==> src/verilog/aoc_pkg.sv <==
// Package with register map, field positions and reset values for the analog output control bank.
package aoc_pkg;
    localparam logic [7:0] AOC_PAGE_STATUS      = 8'h00;
    localparam logic [7:0] AOC_PAGE_ANALOG      = 8'h01;
    localparam logic [7:0] AOC_AUTO_MUTE_STATUS = 8'h78;
    localparam logic [7:0] AOC_AMP_TYPE         = 8'h01;
    localparam logic [7:0] AOC_GAIN_SELECT      = 8'h02;
    localparam logic [7:0] AOC_MUTE_FOLLOW      = 8'h06;
    localparam logic [7:0] AOC_AMP_BOOST        = 8'h07;
    localparam logic [7:0] AOC_DEEMPH_REF       = 8'h09;
    localparam int         AOC_LEFT_BIT         = 4;
    localparam int         AOC_RIGHT_BIT        = 0;
    localparam int         AOC_DEEMPH_BIT       = 1;
    localparam int         AOC_REFPD_BIT        = 0;
    localparam logic [7:0] AOC_STATUS_RW_MASK   = 8'hEE;
    localparam logic [7:0] AOC_AMP_TYPE_RST     = 8'h00;
    localparam logic [7:0] AOC_GAIN_RST         = 8'h00;
    localparam logic [7:0] AOC_MUTE_FOLLOW_RST  = 8'h01;
    localparam logic [7:0] AOC_BOOST_RST        = 8'h00;
    localparam logic [7:0] AOC_DEEMPH_REF_RST   = 8'h01;
    localparam logic [7:0] AOC_STATUS_RST       = 8'h00;

    typedef struct packed {
        logic       wr;
        logic       rd;
        logic [7:0] page;
        logic [7:0] addr;
        logic [7:0] wdata;
    } aoc_req_t;

    typedef struct packed {
        logic amplitude_type_select;
        logic left_gain_half;
        logic right_gain_half;
        logic analog_mute_follow_enable;
        logic left_amplitude_boost;
        logic right_amplitude_boost;
        logic pin_deemphasis_enable;
        logic reference_power_down;
    } aoc_ctrl_t;
endpackage : aoc_pkg

==> src/verilog/aoc_regs.sv <==
// Register bank for the analog output path: auto-mute status and analog controls.
`timescale 1ns/1ps
// Behaviour
// RULE1: Left auto-mute flag reads at bit 4 of page 0 register 0x78.
// RULE2: Right auto-mute flag reads at bit 0 of that same register.
// RULE3: Page 1 reg 0x01 bit 0, reset 0, picks supply-proportional amplitude.
// RULE4: Host disables clock autoset and sets dividers when that mode uses PLL; this bank has no clock or divider logic.
// RULE5: Page 1 reg 0x02 bit 4, reset 0, sets left gain to -6 dB.
// RULE6: Page 1 reg 0x02 bit 0, reset 0, sets right gain to -6 dB.
// RULE7: Page 1 reg 0x06 bit 0, reset 1, lets analog mute follow digital mute.
// RULE8: Page 1 reg 0x07 bit 4, reset 0, boosts left amplitude ten percent.
// RULE9: Page 1 reg 0x07 bit 0, reset 0, boosts right amplitude ten percent.
// RULE10: Page 1 reg 0x09 bit 1, reset 0, lets shared pin drive de-emphasis.
// RULE11: Page 1 reg 0x09 bit 0, reset 1, powers down the common-mode reference.
// RULE12: Reserved bits reset to zero, keep written values, affect nothing.
module aoc_regs (
    input  wire logic              clk,
    input  wire logic              rst_b,
    input  wire aoc_pkg::aoc_req_t req,
    input  wire logic              left_auto_mute,
    input  wire logic              right_auto_mute,
    output logic [7:0]             rdata,
    output logic                   rvalid,
    output aoc_pkg::aoc_ctrl_t     ctrl
);
    import aoc_pkg::*;

    logic [7:0] status_rw_reg;
    logic [7:0] flags_reg;
    logic [7:0] amp_type_reg;
    logic [7:0] gain_reg;
    logic [7:0] follow_reg;
    logic [7:0] boost_reg;
    logic [7:0] deemph_reg;
    logic [7:0] rdata_next;

    wire pg0     = (req.page == AOC_PAGE_STATUS);
    wire pg1     = (req.page == AOC_PAGE_ANALOG);
    wire hit_st  = pg0 && (req.addr == AOC_AUTO_MUTE_STATUS);
    wire hit_at  = pg1 && (req.addr == AOC_AMP_TYPE);
    wire hit_gn  = pg1 && (req.addr == AOC_GAIN_SELECT);
    wire hit_fl  = pg1 && (req.addr == AOC_MUTE_FOLLOW);
    wire hit_bs  = pg1 && (req.addr == AOC_AMP_BOOST);
    wire hit_de  = pg1 && (req.addr == AOC_DEEMPH_REF);
    wire hit_any = hit_st | hit_at | hit_gn | hit_fl | hit_bs | hit_de;

    // Flags are sampled into a register so the read path and outputs stay flop-driven.
    wire [7:0] flags_next = {3'h0, left_auto_mute, 3'h0, right_auto_mute}; // RULE1 RULE2

    // Status reads merge the sampled flags in flags_reg with the writable reserved bits; writes cannot touch flags.
    wire [7:0] status_view = (status_rw_reg & AOC_STATUS_RW_MASK) | flags_reg; // RULE1 RULE2 RULE12

    assign rdata_next = hit_st ? status_view  :
                        hit_at ? amp_type_reg :
                        hit_gn ? gain_reg     :
                        hit_fl ? follow_reg   :
                        hit_bs ? boost_reg    :
                        hit_de ? deemph_reg   : 8'h00;

    always_ff @(posedge clk) begin
        if (!rst_b) begin
            status_rw_reg <= AOC_STATUS_RST;
            flags_reg     <= AOC_STATUS_RST;
            amp_type_reg  <= AOC_AMP_TYPE_RST;    // RULE3
            gain_reg      <= AOC_GAIN_RST;        // RULE5 RULE6
            follow_reg    <= AOC_MUTE_FOLLOW_RST; // RULE7
            boost_reg     <= AOC_BOOST_RST;       // RULE8 RULE9
            deemph_reg    <= AOC_DEEMPH_REF_RST;  // RULE10 RULE11
            rdata         <= 8'h00;
            rvalid        <= 1'h0;
        end else begin
            flags_reg <= flags_next;
            rvalid    <= req.rd;
            if (req.rd) begin
                rdata <= rdata_next;
            end
            // Whole bytes are stored, status minus its flag bits, so reserved bits hold what was written.
            if (req.wr && hit_st) status_rw_reg <= req.wdata & AOC_STATUS_RW_MASK; // RULE12
            if (req.wr && hit_at) amp_type_reg  <= req.wdata; // RULE3 RULE12
            if (req.wr && hit_gn) gain_reg      <= req.wdata; // RULE5 RULE6
            if (req.wr && hit_fl) follow_reg    <= req.wdata; // RULE7
            if (req.wr && hit_bs) boost_reg     <= req.wdata; // RULE8 RULE9
            if (req.wr && hit_de) deemph_reg    <= req.wdata; // RULE10 RULE11
        end
    end

    // Controls are a direct slice of stored bits, so reserved bits never reach the analog path.
    always_comb begin
        ctrl.amplitude_type_select     = amp_type_reg[AOC_RIGHT_BIT];   // RULE3
        ctrl.left_gain_half            = gain_reg[AOC_LEFT_BIT];        // RULE5
        ctrl.right_gain_half           = gain_reg[AOC_RIGHT_BIT];       // RULE6
        ctrl.analog_mute_follow_enable = follow_reg[AOC_RIGHT_BIT];     // RULE7
        ctrl.left_amplitude_boost      = boost_reg[AOC_LEFT_BIT];       // RULE8
        ctrl.right_amplitude_boost     = boost_reg[AOC_RIGHT_BIT];      // RULE9
        ctrl.pin_deemphasis_enable     = deemph_reg[AOC_DEEMPH_BIT];    // RULE10
        ctrl.reference_power_down      = deemph_reg[AOC_REFPD_BIT];     // RULE11
    end
endmodule : aoc_regs

==> config.mk <==
export PLATFORM = sky130hd
export DESIGN_NAME = aoc_regs
export DESIGN_NICKNAME = d
export VERILOG_FILES = /design/src/verilog/aoc_pkg.sv /design/src/verilog/aoc_regs.sv
export SDC_FILE = /design/constraint.sdc
export NUM_CORES = 1
export LEC_CHECK = 0
export BUFFER_PORTS_ARGS = -buffer_cell sky130_fd_sc_hd__buf_4
export CORE_UTILIZATION = 50
export DETAILED_ROUTE_END_ITERATION = 10
export PLACE_DENSITY = 0.74
export SYNTH_ARGS = -nofsm -noshare
export SYNTH_HDL_FRONTEND = slang
export SYNTH_SLANG_ARGS = --single-unit
==> constraint.sdc <==
create_clock -name clk -period 4.8 [get_ports clk]
set_input_delay 0.96 -clock clk [delete_from_list [all_inputs] [get_ports clk]]
set_output_delay 0.96 -clock clk [all_outputs]
set_load 0.03 [all_outputs]
==> results.json <==
{
  "status": "finished clean",
  "grt_pass1_wl_um": 11600,
  "grt_pass1_vias": 2333,
  "hold_path_end": "gain_reg[3]$_SDFFE_PN0P_",
  "synthCells": 319,
  "setup_viol": 0,
  "slowest_delay_ns": 0.78,
  "reg2reg_from": "boost_reg[4]$_SDFFE_PN0P_",
  "max_freq_mhz": 375,
  "max_cap_viol_count": 0,
  "cp_cell_sequence": "buf_4 -> nor4_4 -> nand4_1 -> o21ai_0 -> a21oi_1",
  "finalClockSkew_ns": 0.00569,
  "worstSkewPairLatency_ns": 0.34,
  "syn_nets": 349,
  "finalMaxSlewViolations": 0,
  "min_from": "gain_reg[3]$_SDFFE_PN0P_",
  "drt_wl_total_um": 6990,
  "yosysUniqueCellTypes": 39,
  "grt_usage_pct": 25.4,
  "synth.avg_cell_area_sq_um": 8.63,
  "grt_setup_unrepaired": "no",
  "slew_headroom_pct": 31.2,
  "antenna_found_initial": 0,
  "r2r_cells": 4,
  "hold_violations": 0,
  "clkPwrFrac_pct": 41.6,
  "synth_top_cells_by_area": "dfxtp_1 41%, mux2i_1 7.3%, o21ai_0 6.9%",
  "cts_root_buf": "clkbuf_8",
  "dp_hpwl_um": 4700,
  "grt_max_degree": 37,
  "drive_above_1_share_pct": 20.9,
  "mostFrequentLayoutCell": "dfxtp_1",
  "vdd_ir_drop_max_mv": 0.240,
  "syn2layout_area_growth_pct": 15.7,
  "p_leak_nw": 1.17,
  "synth_edf_count": 0,
  "period_minus_slack_ns": 2.67,
  "vias": 2479,
  "dieArea_sq_um": 5800,
  "cts_setup_buffers": 0,
  "synth_ff_type": "dfxtp_1",
  "fin_cells": 420,
  "whs_ns": 0.460,
  "gp_congestion": 0.847,
  "dp_cells": 404,
  "end_kind": "flip-flop",
  "share_comb_of_total_power_pct": 8.7,
  "power_density_nw_per_um2": 302,
  "critPathLaunch": "req[17]",
  "ys_warn_count": 0,
  "hold_depth": 2,
  "synth_top_area_share_pct": 41.5,
  "start_kind": "primary input",
  "clk_pin_slew_ns": 0.06,
  "clock_path_buffers": 2,
  "cp_data_arrival_time_ns": 2.83,
  "synthArstFlopShare_pct": 0,
  "rr_endpoint": "rdata[4]$_SDFFE_PN0P_",
  "cts-hold-fix-buffers": 0,
  "worstMarginPinSlew_ns": 1.03,
  "postRouteAntennaNets": 0,
  "switchingPower_w": 0.000241,
  "netlist.top_cell.by_area": "dfxtp_1",
  "start_util_pct": 52.9,
  "multi_input_area_sq_um": 1400,
  "cts_tree": "built",
  "syn-cell-area_sq_um": 2750,
  "die_w_um": 76.2,
  "detail_route.iter0.violations": 156,
  "coreArea_sq_um": 5200,
  "cts.sinks": 57,
  "dp_slack_ns": 1.86,
  "num_rows": 26,
  "dr.pass1.iters": 5,
  "setup.worst_path.class": "primary input to flip-flop",
  "grt_overflow": 0,
  "ff_latch_area_sq_um": 1140,
  "finalCritPeriodShare_pct": 55.5,
  "htree_levels": 3,
  "portBuffers": 46,
  "drc": 0,
  "worst-path-max-fanout": 24,
  "pin_count": 47,
  "reg2reg_slack_ns": 3.39,
  "synth-seq-cells": 57,
  "switching_share_pct": 25.1,
  "fin_ws_ns": 2.13,
  "nNetsFinal": 375,
  "die_h_um": 76.2,
  "mostFrequentLayoutCells": "57 x dfxtp_1, 48 x buf_4, 41 x nand2_1, 38 x o21ai_0, 32 x nand3_1",
  "setup_tns_ns": 0,
  "n_fill_cell": 479,
  "hold_class": "flip-flop to flip-flop",
  "seq_power_share_pct": 49.7,
  "required_ns": 4.97,
  "cts_buffers": 9,
  "power.internal_w": 0.000721,
  "cp_slowest_cell": "nand4_1",
  "diodes": 0,
  "ctsResizeCount": 0,
  "seq_area_frac_synth_pct": 41.5,
  "via_per_inst": 5.90,
  "wl_per_cell_um": 16.6
}
## kinds of logic after synthesis
group	Yosys count	share of synthesized area (%)
compound gates	93	19.4
buf+inv	39	7.69
flops	57	41.5
mux	24	8.91
simple gates	106	22.5
## cells in the mapped netlist (all sizes together) (2+ instances only)
cell	n
a32oi	4
a21o	3
and4b	2
dfxtp	57
o2111ai	2
mux2	4
a22oi	6
a31oi	8
nand3	33
nor2	4
buf	22
nor2b	2
o21ai	38
mux2i	20
and2	3
nor4b	3
nor3b	2
nand2b	2
clkbuf	11
nor4	2
a21oi	29
nand4	5
nand2	41
and4	2
inv	6
## worst max-delay path by stage
stage | endpoint | depth (start not counted) | slack [ns]
after floorplan | gain_reg[1]$_SDFFE_PN0P_ | 6 | 2.57
after global placement | amp_type_reg[7]$_SDFFE_PN0P_ | 5 | 1.91
after detailed placement | deemph_reg[7]$_SDFFE_PN0P_ | 5 | 1.86
after CTS | deemph_reg[7]$_SDFFE_PN0P_ | 5 | 2.19
after global routing | deemph_reg[7]$_SDFFE_PN0P_ | 5 | 1.97
final | deemph_reg[7]$_SDFFE_PN0P_ | 5 | 2.13
## critical path, delay by kind of cell
family | cells | cell delay (ns)
AOI/OAI and AO/OA | 2 | 0.56
buffers and inverters | 1 | 0.12
and+or+nand+nor | 2 | 1.20
## metal layers
layer / wire, um / vias to the layer above / GRT usage (%)
met5: 0 / - / 0
met4: 161 / 0 / 10.4
met3: 373 / 16 / 4.07
met2: 3260 / 85 / 38.5
met1: 3190 / 1167 / 35.8
li1: - / 1211 / -
## cell type report
type                            instances  share of cell area [%]
Tap cell                               70                    2.75
Inverter                                6                   0.707
Timing Repair Buffer                   48                    11.3
Sequential cell                        57                    35.8
Clock buffer                           13                    4.99
Clock inverter                          3                   0.472
Multi-Input combinational cell        223                    43.9
## power groups by stage
stage	registers [W]	logic, W	clock network (W)
after global placement	0.000489	0.0000821	0
after detailed placement	0.000489	0.0000821	0
final	0.000479	0.0000833	0.000401
after floorplan	0.000496	0.0000355	0
after global routing	0.000479	0.0000891	0.000431
after CTS	0.000479	0.0000822	0.000404
## metrics by stage
stage | power [W] | utilization (%) | cell area [sq um]
after floorplan | 0.000531 | - | 2750
after global placement | 0.000572 | 57.8 | 3010
after detailed placement | 0.000572 | 57.8 | 3010
after CTS | 0.000966 | 61.2 | 3180
after global routing | 0.000999 | 61.2 | 3180
final | 0.000963 | 61.2 | 3180
Power figures use the tool's default switching activity.
